File: config.mk
export PLATFORM = sky130hd
export DESIGN_NAME = pie_enable_bank
export DESIGN_NICKNAME = d
export VERILOG_FILES = /design/src/rtl/pie_pkg.sv /design/src/rtl/pie_enable_bank.sv
export SDC_FILE = /design/constraint.sdc
export NUM_CORES = 1
export LEC_CHECK = 0
export BUFFER_PORTS_ARGS = -buffer_cell sky130_fd_sc_hd__buf_2
export CAP_MARGIN = 25
export CORE_MARGIN = 5
export CORE_UTILIZATION = 30
export DETAILED_ROUTE_END_ITERATION = 8
export GPL_TIMING_DRIVEN = 0
export PLACE_DENSITY = 0.51
export SYNTH_ARGS = -nofsm -noshare
export SYNTH_HDL_FRONTEND = slang
export SYNTH_SLANG_ARGS = --single-unit
File: constraint.sdc
create_clock -name i_clock -period 2.5 [get_ports i_clock]
set_clock_uncertainty 0.1 [all_clocks]
set_input_delay 0.375 -clock i_clock [delete_from_list [all_inputs] [get_ports i_clock]]
set_output_delay 0.375 -clock i_clock [all_outputs]
set_load 0.01 [all_outputs]
File: src/rtl/pie_pkg.sv
// Package for the peripheral interrupt enable bank
// Assumes a 32-bit classic Wishbone slave, byte addresses, 8-bit enable registers in the low lane, control mask at bits 9..8
package pie_pkg;
   localparam int unsigned  PIE_NREG      = 6;
   localparam int unsigned  PIE_AW        = 5;
   localparam logic [4:0]   PIE_OFF_EN1   = 5'h00;
   localparam logic [4:0]   PIE_OFF_EN2   = 5'h04;
   localparam logic [4:0]   PIE_OFF_EN3   = 5'h08;
   localparam logic [4:0]   PIE_OFF_EN4   = 5'h0c;
   localparam logic [4:0]   PIE_OFF_EN5   = 5'h10;
   localparam logic [4:0]   PIE_OFF_EN6   = 5'h14;
   localparam logic [4:0]   PIE_OFF_CTRL  = 5'h18;
   localparam logic [4:0]   PIE_OFF_STAT  = 5'h1c;
   // Writable masks (full-memory variant)
   localparam logic [7:0]   PIE_WM1       = 8'h7f;
   localparam logic [7:0]   PIE_WM2       = 8'hbf;
   localparam logic [7:0]   PIE_WM3       = 8'hcf;
   localparam logic [7:0]   PIE_WM4       = 8'hff;
   localparam logic [7:0]   PIE_WM5       = 8'hff;
   localparam logic [7:0]   PIE_WM6       = 8'h17;
   // Bits kept in the smaller-memory variant (cleared bits are absent)
   localparam logic [7:0]   PIE_SMALL_RM4 = 8'h3f;
   localparam logic [7:0]   PIE_SMALL_RM5 = 8'h17;
   localparam logic [7:0]   PIE_RST_EN    = 8'h00;
   // Control register fields
   localparam int unsigned  PIE_CTL_GRP   = 0;
   localparam int unsigned  PIE_CTL_PRIO  = 1;
   localparam int unsigned  PIE_CTL_WAVEB = 2;
   localparam int unsigned  PIE_CTL_NSTAT = 3;
   localparam int unsigned  PIE_CTL_IMSK  = 4;
   localparam int unsigned  PIE_DISP_BIT  = 6;
   localparam logic [3:0]   PIE_RST_CTL   = 4'h0;
   // Status event bits: 0 request rose, 1 write to a read-only enable
   localparam logic [1:0]   PIE_RST_ST    = 2'h0;
endpackage : pie_pkg

File: src/rtl/pie_enable_bank.sv
// Peripheral interrupt enable bank with Wishbone register access
// Flags come latched from peripherals; the processor side does global gating
// Operation
// - Enable bit one passes its latched flag; zero masks it.
// - All enable bits clear to zero at reset.
// - Unimplemented bits ignore writes and read zero.
// - First register maps converter, serial1 rx/tx, sync port1, timer1 gate, timer2, timer1.
// - Second register maps osc fail, sync port2, collisions, voltage, timer3 ovf and gate.
// - Third register maps timer5 gate, display, serial2, charge, capcmp2/1, calendar.
// - Serial port 2 enable bits are read-only zero.
// - Display enable acts only in waveform B non-static mode.
// - Fourth register bits 7..0 enable capture/compare units 10..3.
// - Small variant lacks capture/compare 10 and 9 enables.
// - Fifth register maps timers 7g,12,10,8,7,6,5,4.
// - Small variant lacks timer 7 gate, 12, 10, 7 overflow enables.
// - Sixth register: bit 4 memory write done, bits 2..0 comparators.
// - Without priority scheme, group enable must be set for any request.
//
// The Wishbone interface to the registers and the address map were chosen for this implementation.
`timescale 1ns/10ps
`default_nettype none
module pie_enable_bank
   import pie_pkg::*;
#(
   parameter bit SMALL_MEM = 1'b0
)(
   // Clock and reset
   input  wire logic                  i_clock,
   input  wire logic                  i_resetn,
   // Wishbone slave
   input  wire logic                  i_wb_cyc,
   input  wire logic                  i_wb_stb,
   input  wire logic                  i_wb_we,
   input  wire logic [PIE_AW-1:0]     i_wb_adr,
   input  wire logic [3:0]            i_wb_sel,
   input  wire logic [31:0]           i_wb_dat,
   output logic      [31:0]           o_wb_dat,
   output logic                       o_wb_ack,
   // Latched peripheral flags, one byte per register
   input  wire logic [8*PIE_NREG-1:0] i_flags,
   // Requests
   output logic                       o_periph_req,
   output logic [8*PIE_NREG-1:0]      o_gated,
   output logic                       o_irq
);
   ////////////////////////////////////////////////////////////////////////
   typedef struct packed {
      logic [8*PIE_NREG-1:0] en;
      logic [3:0]            ctl;
      logic [1:0]            st;
      logic [1:0]            msk;
      logic                  ack;
      logic [31:0]           dat;
      logic                  req;
      logic [8*PIE_NREG-1:0] gated;
   } pie_state_t;

   pie_state_t state_r;
   pie_state_t state_nxt;

   function automatic logic [7:0] pie_wmask(input int unsigned idx);
      logic [7:0] m;
      m = 8'h00;
      case (idx)
         0: m = PIE_WM1;
         1: m = PIE_WM2;
         2: m = PIE_WM3;
         3: m = SMALL_MEM ? (PIE_WM4 & PIE_SMALL_RM4) : PIE_WM4;
         4: m = SMALL_MEM ? (PIE_WM5 & PIE_SMALL_RM5) : PIE_WM5;
         5: m = PIE_WM6;
         default: m = 8'h00;
      endcase
      return m;
   endfunction

   ////////////////////////////////////////////////////////////////////////
   logic [8*PIE_NREG-1:0] eff_en;
   logic                  req_c;
   logic                  access;
   logic                  ro_hit;
   int unsigned           ridx;
   logic [7:0]            wbyte;

   always_comb
   begin
      eff_en = state_r.en;
      if (!(state_r.ctl[PIE_CTL_WAVEB] && state_r.ctl[PIE_CTL_NSTAT]))
      begin
         eff_en[8*2+PIE_DISP_BIT] = 1'b0;
      end
   end

   assign access = i_wb_cyc & i_wb_stb & ~state_r.ack;
   assign ridx   = 32'(i_wb_adr[PIE_AW-1:2]);
   assign wbyte  = i_wb_dat[7:0];

   always_comb
   begin
      state_nxt       = state_r;
      ro_hit          = 1'b0;
      state_nxt.gated = i_flags & eff_en;
      req_c           = |(i_flags & eff_en);
      if (!state_r.ctl[PIE_CTL_PRIO] && !state_r.ctl[PIE_CTL_GRP])
      begin
         req_c = 1'b0;
      end
      state_nxt.req = req_c;
      state_nxt.ack = access;
      state_nxt.dat = 32'h0;
      if (access && !i_wb_we)
      begin
         if (ridx < PIE_NREG)
         begin
            state_nxt.dat[7:0] = state_r.en[8*ridx +: 8] & pie_wmask(ridx);
         end
         else if (i_wb_adr == PIE_OFF_CTRL)
         begin
            state_nxt.dat[3:0] = state_r.ctl;
            state_nxt.dat[9:8] = state_r.msk;
         end
         else if (i_wb_adr == PIE_OFF_STAT)
         begin
            state_nxt.dat[1:0] = state_r.st;
         end
      end
      // Write-one clears status; the hardware set below wins
      if (access && i_wb_we && i_wb_sel[0] && i_wb_adr == PIE_OFF_STAT)
      begin
         state_nxt.st = state_r.st & ~wbyte[1:0];
      end
      if (access && i_wb_we && i_wb_adr == PIE_OFF_CTRL)
      begin
         if (i_wb_sel[0])
         begin
            state_nxt.ctl = wbyte[3:0];
         end
         if (i_wb_sel[1])
         begin
            state_nxt.msk = i_wb_dat[9:8];
         end
      end
      // only enable bits change, flags are inputs untouched
      if (access && i_wb_we && i_wb_sel[0] && ridx < PIE_NREG)
      begin
         state_nxt.en[8*ridx +: 8] = wbyte & pie_wmask(ridx);
         if (ridx == 2 && (wbyte & ~PIE_WM3 & 8'h30) != 8'h00)
         begin
            ro_hit = 1'b1;
         end
      end
      if (req_c && !state_r.req)
      begin
         state_nxt.st[0] = 1'b1;
      end
      if (ro_hit)
      begin
         state_nxt.st[1] = 1'b1;
      end
   end

   always_ff @(posedge i_clock or negedge i_resetn)
   begin
      if (!i_resetn)
      begin
         state_r       <= '0;
         state_r.en    <= {PIE_NREG{PIE_RST_EN}};
         state_r.ctl   <= PIE_RST_CTL;
         state_r.st    <= PIE_RST_ST;
      end
      else
      begin
         state_r <= state_nxt;
      end
   end

   assign o_wb_ack     = state_r.ack;
   assign o_wb_dat     = state_r.dat;
   assign o_periph_req = state_r.req;
   assign o_gated      = state_r.gated;
   assign o_irq        = |(state_r.st & state_r.msk);

   ////////////////////////////////////////////////////////////////////////
   // Reset and register contents
   a_reset_clear: assert property (@(posedge i_clock) $rose(i_resetn) |-> state_r.en == '0)
      else $error("enables not cleared at reset");

   a_unimpl_zero: assert property (@(posedge i_clock) disable iff (!i_resetn)
      (state_r.en[7] == 1'b0) && (state_r.en[14] == 1'b0) && (state_r.en[47:45] == 3'b000)
      && (state_r.en[43] == 1'b0))
      else $error("unimplemented enable bit set");

   a_ro_serial2: assert property (@(posedge i_clock) disable iff (!i_resetn)
      state_r.en[21:20] == 2'b00)
      else $error("serial 2 enable bits changed");

   a_small_var: assert property (@(posedge i_clock) disable iff (!i_resetn)
      SMALL_MEM |-> (state_r.en[31:30] == 2'b00) && (state_r.en[39:37] == 3'b000)
      && (state_r.en[35] == 1'b0))
      else $error("small variant bit set");

   a_en_hold: assert property (@(posedge i_clock) disable iff (!i_resetn)
      !(access && i_wb_we && i_wb_sel[0])
      |=> $stable(state_r.en))
      else $error("enables changed without a write");

   a_ctl_hold: assert property (@(posedge i_clock) disable iff (!i_resetn)
      !(access && i_wb_we && i_wb_adr == PIE_OFF_CTRL)
      |=> $stable(state_r.ctl))
      else $error("control changed without a write");

   a_write_en1: assert property (@(posedge i_clock) disable iff (!i_resetn)
      (access && i_wb_we && i_wb_sel[0] && i_wb_adr == PIE_OFF_EN1)
      |=> state_r.en[7:0] == ($past(i_wb_dat[7:0]) & PIE_WM1))
      else $error("first enable write wrong");

   a_write_en2: assert property (@(posedge i_clock) disable iff (!i_resetn)
      (access && i_wb_we && i_wb_sel[0] && i_wb_adr == PIE_OFF_EN2)
      |=> state_r.en[15:8] == ($past(i_wb_dat[7:0]) & PIE_WM2))
      else $error("second enable write wrong");

   a_write_en3: assert property (@(posedge i_clock) disable iff (!i_resetn)
      (access && i_wb_we && i_wb_sel[0] && i_wb_adr == PIE_OFF_EN3)
      |=> state_r.en[23:16] == ($past(i_wb_dat[7:0]) & PIE_WM3))
      else $error("third enable write wrong");

   a_write_en: assert property (@(posedge i_clock) disable iff (!i_resetn)
      (access && i_wb_we && i_wb_sel[0] && i_wb_adr == PIE_OFF_EN4 && !SMALL_MEM)
      |=> state_r.en[31:24] == $past(i_wb_dat[7:0]))
      else $error("enable write lost");

   a_write_en5: assert property (@(posedge i_clock) disable iff (!i_resetn)
      (access && i_wb_we && i_wb_sel[0] && i_wb_adr == PIE_OFF_EN5 && !SMALL_MEM)
      |=> state_r.en[39:32] == ($past(i_wb_dat[7:0]) & PIE_WM5))
      else $error("fifth enable write wrong");

   a_write_en6: assert property (@(posedge i_clock) disable iff (!i_resetn)
      (access && i_wb_we && i_wb_sel[0] && i_wb_adr == PIE_OFF_EN6)
      |=> state_r.en[47:40] == ($past(i_wb_dat[7:0]) & PIE_WM6))
      else $error("sixth enable write wrong");

   a_ro_flag: assert property (@(posedge i_clock) disable iff (!i_resetn)
      (access && i_wb_we && i_wb_sel[0] && i_wb_adr == PIE_OFF_EN3 && i_wb_dat[5:4] != 2'b00)
      |=> state_r.st[1])
      else $error("read-only write not flagged");

   ////////////////////////////////////////////////////////////////////////
   // Bus handshake and read data
   a_ack_follow: assert property (@(posedge i_clock) disable iff (!i_resetn)
      (i_wb_cyc && i_wb_stb && !o_wb_ack)
      |=> o_wb_ack)
      else $error("request not acknowledged");

   a_ack_pulse: assert property (@(posedge i_clock) disable iff (!i_resetn)
      o_wb_ack
      |=> !o_wb_ack)
      else $error("acknowledge held too long");

   a_dat_idle: assert property (@(posedge i_clock) disable iff (!i_resetn)
      !o_wb_ack
      |-> (o_wb_dat == 32'h0))
      else $error("read data outside acknowledge");

   a_rd_hi_zero: assert property (@(posedge i_clock) disable iff (!i_resetn)
      o_wb_ack
      |-> (o_wb_dat[31:10] == '0))
      else $error("upper read data not zero");

   a_rd_unimpl1: assert property (@(posedge i_clock) disable iff (!i_resetn)
      (access && !i_wb_we && i_wb_adr == PIE_OFF_EN1)
      |=> (o_wb_dat[7] == 1'b0))
      else $error("first register bit 7 read one");

   a_rd_unimpl2: assert property (@(posedge i_clock) disable iff (!i_resetn)
      (access && !i_wb_we && i_wb_adr == PIE_OFF_EN2)
      |=> (o_wb_dat[6] == 1'b0))
      else $error("second register bit 6 read one");

   a_rd_unimpl6: assert property (@(posedge i_clock) disable iff (!i_resetn)
      (access && !i_wb_we && i_wb_adr == PIE_OFF_EN6)
      |=> (o_wb_dat[7:5] == 3'b000) && (o_wb_dat[3] == 1'b0))
      else $error("sixth register unused bits read one");

   a_rd_serial2: assert property (@(posedge i_clock) disable iff (!i_resetn)
      (access && !i_wb_we && i_wb_adr == PIE_OFF_EN3)
      |=> (o_wb_dat[5:4] == 2'b00))
      else $error("serial 2 enables read one");

   a_rd_small: assert property (@(posedge i_clock) disable iff (!i_resetn)
      (SMALL_MEM && access && !i_wb_we && i_wb_adr == PIE_OFF_EN4)
      |=> (o_wb_dat[7:6] == 2'b00))
      else $error("small variant unit bits read one");

   ////////////////////////////////////////////////////////////////////////
   // Gating, request and status
   a_gate_flag: assert property (@(posedge i_clock) disable iff (!i_resetn)
      (i_flags[0] && state_r.en[0] && state_r.ctl[PIE_CTL_GRP])
      |=> o_periph_req)
      else $error("enabled flag did not raise request");

   a_flag_masked: assert property (@(posedge i_clock) disable iff (!i_resetn)
      (i_flags[0] && !state_r.en[0])
      |=> !o_gated[0])
      else $error("disabled flag passed");

   a_gated_exact: assert property (@(posedge i_clock) disable iff (!i_resetn)
      1'b1
      |=> (o_gated == $past(i_flags & eff_en)))
      else $error("gated flags wrong");

   a_mask_all: assert property (@(posedge i_clock) disable iff (!i_resetn)
      ((i_flags & eff_en) == '0)
      |=> !o_periph_req)
      else $error("request without enabled flag");

   a_req_prio: assert property (@(posedge i_clock) disable iff (!i_resetn)
      (state_r.ctl[PIE_CTL_PRIO] && ((i_flags & eff_en) != '0))
      |=> o_periph_req)
      else $error("request lost with priority scheme");

   a_group_gate: assert property (@(posedge i_clock) disable iff (!i_resetn)
      (!state_r.ctl[PIE_CTL_PRIO] && !state_r.ctl[PIE_CTL_GRP])
      |=> !o_periph_req)
      else $error("request passed with group disabled");

   a_display_gate: assert property (@(posedge i_clock) disable iff (!i_resetn)
      !state_r.ctl[PIE_CTL_WAVEB]
      |=> !o_gated[8*2+PIE_DISP_BIT])
      else $error("display request outside waveform B");

   a_display_on: assert property (@(posedge i_clock) disable iff (!i_resetn)
      (state_r.ctl[PIE_CTL_WAVEB] && state_r.ctl[PIE_CTL_NSTAT] && i_flags[22] && state_r.en[22])
      |=> o_gated[8*2+PIE_DISP_BIT])
      else $error("display request blocked in waveform B");

   a_stat_rise: assert property (@(posedge i_clock) disable iff (!i_resetn)
      (req_c && !state_r.req)
      |=> state_r.st[0])
      else $error("request rise not recorded");

   a_irq_masked: assert property (@(posedge i_clock) disable iff (!i_resetn)
      (state_r.msk == 2'b00)
      |-> !o_irq)
      else $error("interrupt with all masked");
endmodule // pie_enable_bank
`default_nettype wire

==> results by group <==
Timing
  • RSZ-0062 raised after global routing: no
  • Least-Margin Pin Slew: 694 ps
  • Fmax: 0.420 GHz
  • Period minus WS final: 2380 ps
  • Slew HR: 0.535
  • Worst hold margin: slightly below 90 ps
  • Fin. Hold Viols: 0
  • Setup TNS: 0 ps
  • Final period utilization: 0.952
  • Final-report max-slew violation count: 0
  • Final setup violation count: 0

Yosys
  • Mean Syn Cell Area: 11.2 um2
  • Ys async rst share: 1.00
  • #FFs+latches synth: 116
  • Yosys warns: 0
  • Post-synth EDFFs: 0
  • Ys flop type: dfrtp_1
  • Mapped Area: 5430 um2
  • Sequential share of the synthesized area: 0.534
  • Count of cell types in the netlist: 52
  • Post-Synthesis Cells: 486

Pwr
  • Pwr dens: 709 nW/um2
  • Worst vdd ir: 0.000475 V
  • Total leakage power: around 0.004 uW
  • Final Power: approximately 5200 uW

Final layout
  • Final instance area: 7310 um2
  • Ant diodes: 0
  • Commonest non-fill, non-tap cells in the layout: buf_2 (132), dfrtp_1 (116), buf_4 (92)
  • Layout cells sized above 1: 0.471
  • Fin nets: 769
  • Commonest non-fill, non-tap cell in the layout: buf_2
  • P&R area growth vs syn: 34.6%
  • Filler cell count: roughly 1800
  • Final std cells w/o fill: around 910

Detailed routing
  • Number of antenna-violating nets in the routed design: 0
  • WL final: between 15 and 20 mm
  • Average routed wire per standard cell: roughly 17 um
  • Via density: approximately 4.4
  • Routed via count: 3990
  • TritonRoute pass-1 iters: 4
  • Iter 0 DRT Violations: 175
  • Drt drc: 0

Job
  • Max-cap viol count: 0

Worst setup path
  • Critical path type: in2reg
  • Critical path capture point type: register
  • Worst-path cell chain: buf_2 -> buf_8 -> buf_8 -> clkinv_4 -> ha_1 -> ha_1 -> nor2b_2 -> and4_4 -> nand4_1 -> buf_4 -> mux2_2
  • Slowest CP cell: ha_1
  • Critical Path AT: 2580 ps
  • CP Launch Type: primary input
  • Top Family by Delay on Critical Path: buffers and inverters
  • Worst-path maximum fanout: 10
  • Critical path buffer and inverter count: 5
  • Critical Path RT: about 2700 ps
  • Crit-path max cell delay: 300 ps

GRT
  • Global-route usage over all layers: 0.156
  • Global route total overflow: 0
  • First-pass GRT wire length: 23.8 mm
  • Initial antenna violation count: 0
  • Largest net degree at the start of global routing: 67
  • Vias in the first global route: around 4200

Floorplanning
  • Die height: roughly 140 um
  • Ports: 177
  • # rows: 49
  • Chip Width: 145 um
  • Core area: 17900 um2
  • Initial Utilization: 0.304
  • Die Area: 20900 um2

Clock tree
  • Clock sink count: 116
  • CTS Buffer Depth: 2
  • CTS Buf Count: 17
  • Skew-Pair Late Insertion Delay: 420 ps
  • Root Driver: clkbuf_16
  • CTS tree: done
  • Clock Pin Slew Worst Setup and Hold Paths: 50 ps
  • H-Tree Depth: 4

Placement
  • Placed cell count: 867
  • Port bufs: 130
  • GPL Wtd Cong: roughly 0.88
  • Placement Cell Area: between 6000 and 7000 um2
  • Dpl hpwl: 12.4 mm

Min path
  • Hold WC Path Type: in2reg

Run status
  • Status: complete, no violations
-- registers in the layout (all words and copies together) (netlist names) --
name	cells
o_wb_dat	10
o_wb_ack	1
o_periph_req	1
state_r	9
eff_en	47
o_gated	48
-- area by class of cell --
cell class              instances  area [um2]  area share
plain buffers                  96         716      0.0979
clock buffers                  19         453      0.0619
clock inverters                13         204      0.0279
inverters                       8        38.8     0.00530
multi-input cells             287        1930       0.264
flip-flops and latches        116        2900       0.397
well taps                     229         287      0.0392
repair buffers                144         785       0.107
-- stage by stage --
step / setup WS, ps / util
after floorplan: 34.0 / -
final: 120 / 0.408
after global routing: 23.0 / 0.408
after CTS: 25.1 / 0.407
after detailed placement: -913 / 0.363
after global placement: -885 / 0.361
-- logic make-up (layout without fill, tap and decap cells) --
group	count (synthesis)	count (layout)	synth area share
buffers and inverters	104	280	0.129
other	1	22	0.000690
flip-flops	116	116	0.534
multiplexers	31	31	0.0755
AO/OA/AOI/OAI	68	68	0.0797
XOR/XNOR	1	1	0.00161
adder cells (fa/ha/maj)	5	5	0.0115
AND/OR/NAND/NOR	160	160	0.168
-- cells in the mapped netlist, types with 2 or more instances --
library cell / n / area (um2)
nand2b_1: 3 / 18.8
a22oi_1: 2 / 15.0
nand2_1: 49 / 184
mux2i_1: 5 / 50.1
a22o_1: 2 / 17.5
and4_1: 2 / 17.5
or4_4: 2 / 22.5
mux2_2: 20 / 225
buf_2: 5 / 25.0
and2_4: 4 / 35.0
o31ai_1: 5 / 37.5
o41ai_1: 2 / 17.5
a21oi_1: 6 / 30.0
nor3_1: 4 / 20.0
and2_1: 36 / 225
nor4_1: 4 / 25.0
nand4_1: 3 / 18.8
ha_1: 5 / 62.6
clkbuf_1: 10 / 37.5
nor3b_1: 5 / 37.5
o211ai_1: 5 / 37.5
or3_1: 2 / 12.5
nor2b_1: 2 / 12.5
buf_4: 81 / 608
o21ai_0: 35 / 175
nand3b_1: 2 / 15.0
or4_1: 6 / 45.0
mux4_2: 6 / 135
and2_2: 10 / 75.1
a221oi_1: 2 / 17.5
dfrtp_1: 116 / 2900
or2_2: 2 / 12.5
nor2_1: 15 / 56.3
nand3_1: 4 / 20.0
inv_1: 7 / 26.3
-- layer usage --
layer / GRT usage / up-vias / share of wire
met5: 0 / - / 0
met4: 0.0515 / 0 / 0.017
met3: 0.0446 / 20 / 0.068
met2: 0.251 / 134 / 0.48
met1: 0.203 / 1894 / 0.43
li1: - / 1942 / -
-- where the power goes --
part | internal (uW) | total [uW] | switching, uW
Clock | 1820 | 2670 | 857
Sequential | 1950 | 2010 | 58.2
Combinational | 230 | 498 | 267
-- repair_timing --
| action | 4_1_cts | 5_1_grt |
|---|---|---|
| setup buffers | 12 | 0 |
| hold buffers | 1 | 0 |
| hold endpoints to repair | 50 | 0 |
| endpoints found under the setup margin | 50 | 31 |
| pin swaps | 3 | 0 |
| gates resized for setup | 12 | 9 |
-- path summary, 6_finish.rpt --
| check | from | end | slack, ps | depth (start not counted) |
|---|---|---|---|---|
| setup / recovery | i_wb_adr[2] | eff_en[13] | 120 | 11 |
| hold / removal | i_flags[37] | o_gated[37] | 90 | 2 |
| setup reg to reg | eff_en[44] | state_r[84] | 230 | 5 |
| hold reg to reg | eff_en[46] | eff_en[46] | 400 | 2 |
| max in group asynchronous | i_resetn | eff_en[37] | 1250 | 3 |
| min in group asynchronous | i_resetn | o_gated[5] | 370 | 2 |
Power figures use the tool's default switching activity.
